[src/ssflm_pkg.sv]
// constants shared by the serial flash lane map block and its fifo
// assumes an apb master with 32-bit data and byte addresses
package ssflm_pkg;

  // apb register byte offsets
  localparam logic [7:0] OFS_CTRL   = 8'h00;
  localparam logic [7:0] OFS_STATUS = 8'h04;
  localparam logic [7:0] OFS_TXDATA = 8'h08;
  localparam logic [7:0] OFS_RXDATA = 8'h0c;
  localparam logic [7:0] OFS_ADDR   = 8'h10;
  localparam logic [7:0] OFS_MAP    = 8'h14;
  localparam logic [7:0] OFS_FLAGS  = 8'h18;

  // control register fields
  localparam int unsigned CTRL_PROTO_LSB = 0;
  localparam int unsigned CTRL_XCMD_LSB  = 2;
  localparam int unsigned CTRL_DIR_BIT   = 4;
  localparam logic [4:0]  CTRL_RST       = 5'h00;

  // protocol codes
  localparam logic [1:0] PROTO_EXTENDED_IO = 2'h0;
  localparam logic [1:0] PROTO_DUAL_IO     = 2'h1;
  localparam logic [1:0] PROTO_QUAD_IO     = 2'h2;

  // command width codes inside the extended protocol
  localparam logic [1:0] XCMD_SINGLE                = 2'h0;
  localparam logic [1:0] XCMD_DUAL                  = 2'h1;
  localparam logic [1:0] XCMD_QUAD_OUTPUT_FAST_READ = 2'h2;
  localparam logic [1:0] XCMD_QUAD_IO_FAST_READ     = 2'h3;

  // status register
  localparam int unsigned SR_WD_BIT  = 7;
  localparam logic [7:0]  SR_RST     = 8'h00;
  localparam logic [7:0]  SR_NV_MASK = 8'hfc;

  // address map
  localparam int unsigned ADDR_W    = 25;
  localparam int unsigned SECT_LSB  = 16;
  localparam int unsigned SUB32_LSB = 15;
  localparam int unsigned SUB4_LSB  = 12;
  localparam int unsigned MAP_SUB4_LSB  = 0;
  localparam int unsigned MAP_SUB32_LSB = 13;
  localparam int unsigned MAP_SECT_LSB  = 23;

  // flags register bits
  localparam int unsigned FLG_HWPROT  = 0;
  localparam int unsigned FLG_BLOCKED = 1;
  localparam int unsigned FLG_OVF     = 2;
  localparam int unsigned FLG_ARMED   = 3;
  localparam int unsigned FLG_CSACT   = 4;

  // receive fifo shape and read word layout
  localparam int unsigned FIFO_W       = 8;
  localparam int unsigned FIFO_DEPTH   = 16;
  localparam int unsigned RX_VALID_BIT = 8;

  // lane counts per serial clock edge and bits per byte
  localparam logic [3:0] LANES_1 = 4'h1;
  localparam logic [3:0] LANES_2 = 4'h2;
  localparam logic [3:0] LANES_4 = 4'h4;
  localparam logic [3:0] BITS_PER_BYTE = 4'h8;

endpackage

[src/ssflm_fifo.sv]
// small synchronous fifo in flip-flops with valid/ready on both sides
// assumes one clock and an active-low asynchronous reset
module ssflm_fifo #(
  parameter int unsigned W     = 8,
  parameter int unsigned DEPTH = 16
) (
  input  wire logic         clk_i,
  input  wire logic         nrst_i,
  input  wire logic         in_valid_i,
  output logic              in_ready_o,
  input  wire logic [W-1:0] in_data_i,
  output logic              out_valid_o,
  input  wire logic         out_ready_i,
  output logic [W-1:0]      out_data_o
);
  localparam int unsigned AW = $clog2(DEPTH);

  logic [W-1:0]  mem_q [DEPTH];
  logic [AW-1:0] wr_q;
  logic [AW-1:0] rd_q;
  logic [AW:0]   cnt_q;
  logic          push;
  logic          pop;

  // honest full and empty from the fill count
  assign in_ready_o  = (cnt_q != (AW+1)'(DEPTH)); // count is one bit wider than the pointers
  assign out_valid_o = (cnt_q != '0);
  assign push        = in_valid_i && in_ready_o;
  assign pop         = out_valid_o && out_ready_i;
  assign out_data_o  = mem_q[rd_q];

  // storage, written only on an accepted push
  always_ff @(posedge clk_i)
  begin
    if (push)
    begin
      mem_q[wr_q] <= in_data_i;
    end
  end

  // pointers and fill count
  always_ff @(posedge clk_i or negedge nrst_i)
  begin
    if (!nrst_i)
    begin
      wr_q  <= '0;
      rd_q  <= '0;
      cnt_q <= '0;
    end
    else
    begin
      if (push)
      begin
        wr_q <= (wr_q == AW'(DEPTH - 1)) ? '0 : wr_q + 1'b1;
      end
      if (pop)
      begin
        rd_q <= (rd_q == AW'(DEPTH - 1)) ? '0 : rd_q + 1'b1;
      end
      cnt_q <= cnt_q + (AW+1)'(push) - (AW+1)'(pop);
    end
  end
endmodule

[src/ssflm_top.sv]
// device-side lane mapper, write-protect gate and address map decoder
// assumes an apb master on CORE_CLK_I and a serial host on the pins
// Overview of operation
// - write-disable bit set and protect pin low: status write refused, bits frozen
// - protect pin doubles as data lane 2 in quad fast reads and quad protocol
// - single-lane extended commands: host sends on lane 0, device answers on lane 1
// - dual commands and dual protocol: lanes 1 and 0 bidirectional, 3 and 2 idle
// - quad commands and quad protocol: all four lanes carry data
// - byte addresses 0 to 01ffffffh, 512 sectors of 64KB, 511 highest
// - sectors split into 32KB and 4KB subsectors, ascending with address
// - hardware protection ends only when the protect pin goes high
// - write-disable is status bit 7, zero after reset permits writes
// - falling select edge needed after reset; deselected device ignores and floats
module ssflm_top
  import ssflm_pkg::*;
(
  input  wire logic        CORE_CLK_I,
  input  wire logic        NRST_I,
  input  wire logic        PSEL_I,
  input  wire logic        PENABLE_I,
  input  wire logic        PWRITE_I,
  input  wire logic [7:0]  PADDR_I,
  input  wire logic [31:0] PWDATA_I,
  output logic [31:0]      PRDATA_O,
  output logic             PREADY_O,
  output logic             PSLVERR_O,
  input  wire logic        SCLK_I,
  input  wire logic        CS_N_I,
  input  wire logic [3:0]  DQ_I,
  output logic [3:0]       DQ_O,
  output logic [3:0]       DQ_OE_O
);

  typedef enum logic [1:0] {ST_UNARMED, ST_IDLE, ST_FRAME} ssflm_state_t;

  ssflm_state_t      state_q;
  logic [5:0]        pin_s1_q;
  logic [5:0]        pin_s2_q;
  logic              sclk_s3_q;
  logic              cs_n_s3_q;
  logic              sclk_s;
  logic              cs_n_s;
  logic [3:0]        dq_s;
  logic              sclk_rise;
  logic              sclk_fall;
  logic              cs_fall;
  logic [4:0]        ctrl_q;
  logic [1:0]        proto;
  logic [1:0]        xcmd;
  logic              dir_out;
  logic [3:0]        lane_n;
  logic [3:0]        lane_mask;
  logic [7:0]        sr_q;
  logic              wp_lvl_q;
  logic              hw_prot;
  logic [ADDR_W-1:0] addr_q;
  logic [8:0]        sect_idx;
  logic [9:0]        sub32_idx;
  logic [12:0]       sub4_idx;
  logic [7:0]        txdata_q;
  logic [7:0]        tx_sh_q;
  logic [3:0]        tx_cnt_q;
  logic [3:0]        tx_cnt_nx;
  logic [3:0]        dq_o_q;
  logic [7:0]        rx_sh_q;
  logic [7:0]        rx_sh_d;
  logic [3:0]        rx_cnt_q;
  logic [3:0]        rx_cnt_nx;
  logic              rx_push;
  logic              fifo_in_ready;
  logic              fifo_out_valid;
  logic [7:0]        fifo_out_data;
  logic              rx_pop;
  logic              blocked_q;
  logic              ovf_q;
  logic              apb_setup;
  logic              apb_wr;
  logic              apb_rd;
  logic              sr_wr_req;
  logic              flg_wr;
  logic [31:0]       rdata_q;
  logic              err_q;
  logic              map_hit;
  logic [31:0]       rd_mux;

  // two-stage synchronisers for every pin; stage one feeds stage two only
  // select stages reset as asserted: a select held low through reset is no fall
  always_ff @(posedge CORE_CLK_I or negedge NRST_I)
  begin
    if (!NRST_I)
    begin
      pin_s1_q  <= 6'h10;
      pin_s2_q  <= 6'h10;
      sclk_s3_q <= 1'b1; // matches the idle-high clock, no false rise
      cs_n_s3_q <= 1'b0;
    end
    else
    begin
      pin_s1_q  <= {CS_N_I, SCLK_I, DQ_I};
      pin_s2_q  <= pin_s1_q;
      sclk_s3_q <= pin_s2_q[4];
      cs_n_s3_q <= pin_s2_q[5];
    end
  end

  assign cs_n_s    = pin_s2_q[5];
  assign sclk_s    = pin_s2_q[4];
  assign dq_s      = pin_s2_q[3:0];
  assign sclk_rise = sclk_s && !sclk_s3_q;
  assign sclk_fall = !sclk_s && sclk_s3_q;
  assign cs_fall   = cs_n_s3_q && !cs_n_s;

  // frame tracking; nothing moves until a select falling edge after reset
  always_ff @(posedge CORE_CLK_I or negedge NRST_I)
  begin
    if (!NRST_I)
    begin
      state_q <= ST_UNARMED;
    end
    else
    begin
      case (state_q)
        ST_UNARMED: if (cs_fall) state_q <= ST_FRAME;
        ST_IDLE:    if (cs_fall) state_q <= ST_FRAME;
        ST_FRAME:   if (cs_n_s) state_q <= ST_IDLE;
        default:    state_q <= ST_UNARMED;
      endcase
    end
  end

  assign proto   = ctrl_q[CTRL_PROTO_LSB +: 2];
  assign xcmd    = ctrl_q[CTRL_XCMD_LSB +: 2];
  assign dir_out = ctrl_q[CTRL_DIR_BIT];

  // lane count and drive mask from protocol and command width
  always_comb
  begin
    lane_n    = LANES_1;
    lane_mask = 4'h2;
    case (proto)
      PROTO_DUAL_IO:
      begin
        lane_n    = LANES_2;
        lane_mask = 4'h3;
      end
      PROTO_QUAD_IO:
      begin
        lane_n    = LANES_4;
        lane_mask = 4'hf;
      end
      default:
      begin
        case (xcmd)
          XCMD_SINGLE:
          begin
            lane_n    = LANES_1;
            lane_mask = 4'h2;
          end
          XCMD_DUAL:
          begin
            lane_n    = LANES_2;
            lane_mask = 4'h3;
          end
          default:
          begin
            lane_n    = LANES_4;
            lane_mask = 4'hf;
          end
        endcase
      end
    endcase
  end

  // drive only inside a frame and only while returning data
  assign DQ_OE_O = (state_q == ST_FRAME && dir_out) ? lane_mask : 4'h0;
  assign DQ_O    = dq_o_q;

  // receive shifter: width follows the lane count, lane 0 alone when single
  always_comb
  begin
    case (lane_n)
      LANES_1: rx_sh_d = {rx_sh_q[6:0], dq_s[0]};
      LANES_2: rx_sh_d = {rx_sh_q[5:0], dq_s[1:0]};
      default: rx_sh_d = {rx_sh_q[3:0], dq_s[3:0]};
    endcase
  end

  assign rx_cnt_nx = rx_cnt_q + lane_n;
  assign rx_push   = (state_q == ST_FRAME) && !dir_out && sclk_rise
                     && (rx_cnt_nx == BITS_PER_BYTE);

  always_ff @(posedge CORE_CLK_I or negedge NRST_I)
  begin
    if (!NRST_I)
    begin
      rx_sh_q  <= 8'h00;
      rx_cnt_q <= 4'h0;
    end
    else if (state_q != ST_FRAME)
    begin
      rx_cnt_q <= 4'h0;
    end
    else if (sclk_rise && !dir_out)
    begin
      rx_sh_q  <= rx_sh_d;
      rx_cnt_q <= (rx_cnt_nx == BITS_PER_BYTE) ? 4'h0 : rx_cnt_nx;
    end
  end

  // the serial host cannot be stalled, so a full fifo loses the byte
  ssflm_fifo #(
    .W     (FIFO_W),
    .DEPTH (FIFO_DEPTH)
  ) u_rx_fifo (
    .clk_i       (CORE_CLK_I),
    .nrst_i      (NRST_I),
    .in_valid_i  (rx_push),
    .in_ready_o  (fifo_in_ready),
    .in_data_i   (rx_sh_d),
    .out_valid_o (fifo_out_valid),
    .out_ready_i (rx_pop),
    .out_data_o  (fifo_out_data)
  );

  // transmit: shift out on falling serial clock, reload each byte
  assign tx_cnt_nx = tx_cnt_q + lane_n;

  always_ff @(posedge CORE_CLK_I or negedge NRST_I)
  begin
    if (!NRST_I)
    begin
      tx_sh_q  <= 8'h00;
      tx_cnt_q <= 4'h0;
      dq_o_q   <= 4'h0;
    end
    else if (state_q != ST_FRAME)
    begin
      tx_sh_q  <= txdata_q;
      tx_cnt_q <= 4'h0;
    end
    else if (sclk_fall && dir_out)
    begin
      case (lane_n)
        LANES_1: dq_o_q <= {2'b00, tx_sh_q[7], 1'b0};
        LANES_2: dq_o_q <= {2'b00, tx_sh_q[7:6]};
        default: dq_o_q <= tx_sh_q[7:4];
      endcase
      if (tx_cnt_nx == BITS_PER_BYTE)
      begin
        tx_sh_q  <= txdata_q;
        tx_cnt_q <= 4'h0;
      end
      else
      begin
        tx_sh_q  <= tx_sh_q << lane_n;
        tx_cnt_q <= tx_cnt_nx;
      end
    end
  end

  // protect pin level; frozen while the pin serves as data lane 2
  always_ff @(posedge CORE_CLK_I or negedge NRST_I)
  begin
    if (!NRST_I)
    begin
      wp_lvl_q <= 1'b0;
    end
    else if (!(state_q == ST_FRAME && lane_n == LANES_4))
    begin
      wp_lvl_q <= dq_s[2];
    end
  end

  // protection is released only by the pin, bit 7 cannot drop meanwhile
  assign hw_prot = sr_q[SR_WD_BIT] && !wp_lvl_q;

  // apb decode; the slave never waits
  assign apb_setup = PSEL_I && !PENABLE_I;
  assign apb_wr    = PSEL_I && PENABLE_I && PWRITE_I;
  assign apb_rd    = PSEL_I && PENABLE_I && !PWRITE_I;
  assign sr_wr_req = apb_wr && PADDR_I == OFS_STATUS;
  assign flg_wr    = apb_wr && PADDR_I == OFS_FLAGS;
  assign rx_pop    = apb_rd && PADDR_I == OFS_RXDATA && fifo_out_valid;
  assign PREADY_O  = 1'b1;
  assign PSLVERR_O = err_q && PSEL_I && PENABLE_I;
  assign PRDATA_O  = rdata_q;

  // software-written control, transmit byte and address
  always_ff @(posedge CORE_CLK_I or negedge NRST_I)
  begin
    if (!NRST_I)
    begin
      ctrl_q   <= CTRL_RST;
      txdata_q <= 8'h00;
      addr_q   <= '0;
    end
    else if (apb_wr)
    begin
      case (PADDR_I)
        OFS_CTRL:   ctrl_q   <= PWDATA_I[4:0];
        OFS_TXDATA: txdata_q <= PWDATA_I[7:0];
        OFS_ADDR:   addr_q   <= PWDATA_I[ADDR_W-1:0];
        default:    ;
      endcase
    end
  end

  // status register: nonvolatile bits only, whole write refused when protected
  always_ff @(posedge CORE_CLK_I or negedge NRST_I)
  begin
    if (!NRST_I)
    begin
      sr_q <= SR_RST;
    end
    else if (sr_wr_req && !hw_prot)
    begin
      sr_q <= PWDATA_I[7:0] & SR_NV_MASK;
    end
  end

  // sticky flags, write one to clear; a new event beats the clear
  always_ff @(posedge CORE_CLK_I or negedge NRST_I)
  begin
    if (!NRST_I)
    begin
      blocked_q <= 1'b0;
      ovf_q     <= 1'b0;
    end
    else
    begin
      if (sr_wr_req && hw_prot)
        blocked_q <= 1'b1;
      else if (flg_wr && PWDATA_I[FLG_BLOCKED])
        blocked_q <= 1'b0;
      if (rx_push && !fifo_in_ready)
        ovf_q <= 1'b1;
      else if (flg_wr && PWDATA_I[FLG_OVF])
        ovf_q <= 1'b0;
    end
  end

  // map indices are plain slices of the address
  assign sect_idx  = addr_q[ADDR_W-1:SECT_LSB];
  assign sub32_idx = addr_q[ADDR_W-1:SUB32_LSB];
  assign sub4_idx  = addr_q[ADDR_W-1:SUB4_LSB];

  // read mux sampled in the setup phase so the data comes from a flop
  always_comb
  begin
    rd_mux  = 32'h0000_0000;
    map_hit = 1'b1;
    case (PADDR_I)
      OFS_CTRL:   rd_mux[4:0] = ctrl_q;
      OFS_STATUS: rd_mux[7:0] = sr_q;
      OFS_TXDATA: rd_mux[7:0] = txdata_q;
      OFS_RXDATA: rd_mux[8:0] = {fifo_out_valid, fifo_out_data};
      OFS_ADDR:   rd_mux[ADDR_W-1:0] = addr_q;
      OFS_MAP:
      begin
        rd_mux[MAP_SUB4_LSB +: 13] = sub4_idx;
        rd_mux[MAP_SUB32_LSB +: 10] = sub32_idx;
        rd_mux[MAP_SECT_LSB +: 9] = sect_idx;
      end
      OFS_FLAGS:
      begin
        rd_mux[FLG_HWPROT]  = hw_prot;
        rd_mux[FLG_BLOCKED] = blocked_q;
        rd_mux[FLG_OVF]     = ovf_q;
        rd_mux[FLG_ARMED]   = (state_q != ST_UNARMED);
        rd_mux[FLG_CSACT]   = (state_q == ST_FRAME);
      end
      default:    map_hit = 1'b0;
    endcase
  end

  always_ff @(posedge CORE_CLK_I or negedge NRST_I)
  begin
    if (!NRST_I)
    begin
      rdata_q <= 32'h0000_0000;
      err_q   <= 1'b0;
    end
    else if (apb_setup)
    begin
      rdata_q <= PWRITE_I ? 32'h0000_0000 : rd_mux;
      err_q   <= !map_hit;
    end
  end
endmodule

[config.mk]
export PLATFORM = sky130hd
export DESIGN_NAME = ssflm_top
export DESIGN_NICKNAME = d
export VERILOG_FILES = /design/src/ssflm_pkg.sv /design/src/ssflm_fifo.sv /design/src/ssflm_top.sv
export SDC_FILE = /design/constraint.sdc
export NUM_CORES = 1
export LEC_CHECK = 0
export ABC_CLOCK_PERIOD_IN_PS = 5900
export BUFFER_PORTS_ARGS = -buffer_cell sky130_fd_sc_hd__buf_2
export CAP_MARGIN = 20
export CORE_UTILIZATION = 60
export DETAILED_ROUTE_END_ITERATION = 10
export PLACE_DENSITY = 0.8
export SLEW_MARGIN = 20
export SYNTH_ARGS = -nofsm -noshare
export SYNTH_HDL_FRONTEND = slang
export SYNTH_SLANG_ARGS = --single-unit
[constraint.sdc]
create_clock -name CORE_CLK_I -period 5.9 [get_ports CORE_CLK_I]
set_input_delay 1.18 -clock CORE_CLK_I [delete_from_list [all_inputs] [get_ports CORE_CLK_I]]
set_output_delay 1.18 -clock CORE_CLK_I [all_outputs]
set_load 0.1 [all_outputs]
==> results.ini <==
[run_status]
outcome = complete, no violations

[detailed_routing]
first_pass_iters = 6
via_per_inst = 6.19
drc = 0
wl_per_cell_um = 21.3
routed_wl_um = 25700
vias = 7452
drtIter0Drc = 724
postRouteAntennaNets = 0

[timing]
max_freq_mhz = 214
finalMaxSlewViolations = 0
finalCritPeriodShare_pct = 79.2
max-slew-margin-rel_pct = 31.7
final_hold_viol_count = 0
fin_crit_ps = 4670
setup_violations = 0
skew_ps = 17.1
layout_setup_ws_ps = 1230
tightest_slew_ps = 1020
rsz0062_at_grt = no
tns_ps = 0

[synthesis]
synth_area_leaders = edfxtp_1 (33%), dfrtp_1 (28%), mux4_2 (5.8%)
synth.largest_area_cell = edfxtp_1
postSynth.asyncResetShare_pct = 51.5
syn_area_per_cell_um2 = 14.2
synth_ff_type = dfrtp_1
ys_seq_elements = 264
yosysWarnings = 0
synth_edf_count = 128
netlist_area_um2 = 11700
netlist_top_cells_count = dfrtp_1 (133), edfxtp_1 (128), nand2_1 (49), inv_1 (45), mux2_2 (45)
synth_nets = 898
synth.top_cell.area_share_pct = 32.8
synthCells = 825
yosysMostFrequentCell = dfrtp_1
ys_types = 77
synth_seq_area_share_pct = 61.8

[clocking]
postCtsHoldBufs = 0
cts.path.max_buffers = 3
cts_tree = done
clk_latency_ps = 550
h-tree-depth = 1
cts.clk_slew.worst_paths_ps = 60
post-cts-setup-buffers = 0
clkSinkCount = 264
cts_root_buf = clkbuf_16
cts_buffers = 27
post_cts_resized = 0

[min_path]
hp-start = pin_s1_q[0]
hold_depth = 0
hp-class = flop to flop

[critical_path]
crit_type = flop to flop
worst-path-max-fanout = 17
reg2reg_depth = 11
endpoint_kind = flop
cp-start-kind = flop
critPathLaunch = ctrl_q[0]
critical_path_depth = 11
crit_required_ps = 6160
critPathMaxStageDelay_ps = 580
regToRegSetupSlack_ps = 1230
critical-path-top-delay-family = simple AND/OR/NAND/NOR gates
worstReg2RegStart = ctrl_q[0]
worstPathArrival_ps = 4930
path_buf_inv = 3
worst_path_max_delay_cell = or3b_2
path_cells = inv_1 > ha_1 > or3b_2 > inv_1 > ha_1 > fa_1 > nor3_1 > and2_1 > nand4_1 > nor3_1 > buf_4

[floorplan]
start_util_pct = 61.9
ioPinCount = 93
core_um2 = 19000
dieArea_um2 = 20100
die_h_um = 142
die_w_um = 142
rows = 50

[final_layout]
n_fill_cell = 1248
num_antenna_cells = 0
drive_above_1_share_pct = 26.4
finalNetCount = 996
syn2layout_area_growth_pct = 13.1
final_cell_count_no_fill = 1204

[pwr]
p_clk_share_pct = 40.4
power_mw = 3.96
p_int_mw = 3.04
peakVddDrop_uv = 247
power_density_nw_per_um2 = 298
comb_power_share_pct = 7.3
leakage_nw = 5.64
switching_share_pct = 23.3
pwr-share-seq_pct = 52.4
switchingPower_mw = 0.922

[grt]
grt_pass1_vias = 7362
grt_pass1_wl_um = 40900
antenna_found_initial = 0
grt_util_all_layers_pct = 26.7
grt_max_degree = 92
grt-ovfl-total = 0

[placed_design]
place_inst = 1154
port_buffers = 84
place_congestion = 0.878
preCtsSetupSlack_ps = 1290
place_hpwl_um = 17300

[job]
maxCapViolations = 0

-- kinds of logic after synthesis --
logic type	count (synthesis)	share of synthesized area, %
other cells	1	0.0320
flops	264	61.8
mux	100	12.2
buf+inv	84	3.37
simple gates	188	9.25
xor+xnor	9	0.672
fa+ha+maj	22	2.54
compound gates	157	10.1
-- placed cells by master (no fill, tap or decap), types with 24 or more instances in the layout --
cell and n:
dfrtp_1 132, nor3_1 27, mux2_2 45, nand2_1 49, buf_2 83, mux2i_1 24, inv_1 45, o21ai_0 31
mux4_2 30, clkbuf_16 27, edfxtp_1 128
-- power groups by stage --
stage                     clock, mW  combinational [mW]  sequential [mW]
final                          1.60               0.287             2.07
after global routing           1.71               0.316             2.08
after CTS                      1.63               0.287             2.07
after detailed placement          0               0.285             2.11
after global placement            0               0.274             2.11
after floorplan                   0               0.181             2.09
-- per-layer routing --
layer | vias up | GRT usage (%) | wire [µm]
li1 | 3363 | - | -
met1 | 3722 | 37.4 | 10900
met2 | 315 | 42.7 | 12100
met3 | 52 | 4.59 | 1930
met4 | 0 | 8.89 | 726
met5 | - | 0 | 0
-- state kept, by name (all words and copies together), names as in the netlist, 2 cells and up --
signal,cells
state_q,2
DQ_O,4
ctrl_q,5
u_rx_fifo.wr_q,4
PRDATA_O,32
pin_s2_q,6
tx_cnt_q,4
sr_q,6
rx_cnt_q,4
tx_sh_q,8
u_rx_fifo.cnt_q,5
pin_s1_q,6
addr_q,25
u_rx_fifo.mem_q,128
rx_sh_q,7
u_rx_fifo.rd_q,4
txdata_q,8
-- final timing paths --
kind,end
worst min register to register,pin_s2_q[0]
worst min-delay path,pin_s2_q[0]
min in group asynchronous,txdata_q[2]
worst max register to register,u_rx_fifo.mem_q[4][4]
worst max-delay path,u_rx_fifo.mem_q[4][4]
max in group asynchronous,pin_s2_q[3]
-- cell type report --
class                      instances  area [µm²]  share of cell area (%)
clock inverter                     4        35.0                   0.264
inverter                          46         173                    1.30
timing repair buffer             107         599                    4.52
multi-input combinational        477        4090                    30.8
tap                              260         325                    2.45
sequential                       264        7250                    54.7
clock buffer                      46         797                    6.01
-- stage by stage --
step / hold WS, ps / instance area, µm² / util (%)
2_1_floorplan: 331 / 11700 / -
3_3_place_gp: 334 / 12400 / 65.6
3_5_place_dp: 336 / 12400 / 65.6
4_1_cts: 349 / 13300 / 70.0
5_1_grt: 355 / 13300 / 70.0
6_report: 347 / 13300 / 70.0
No activity file was read; power rests on OpenSTA's default activity.
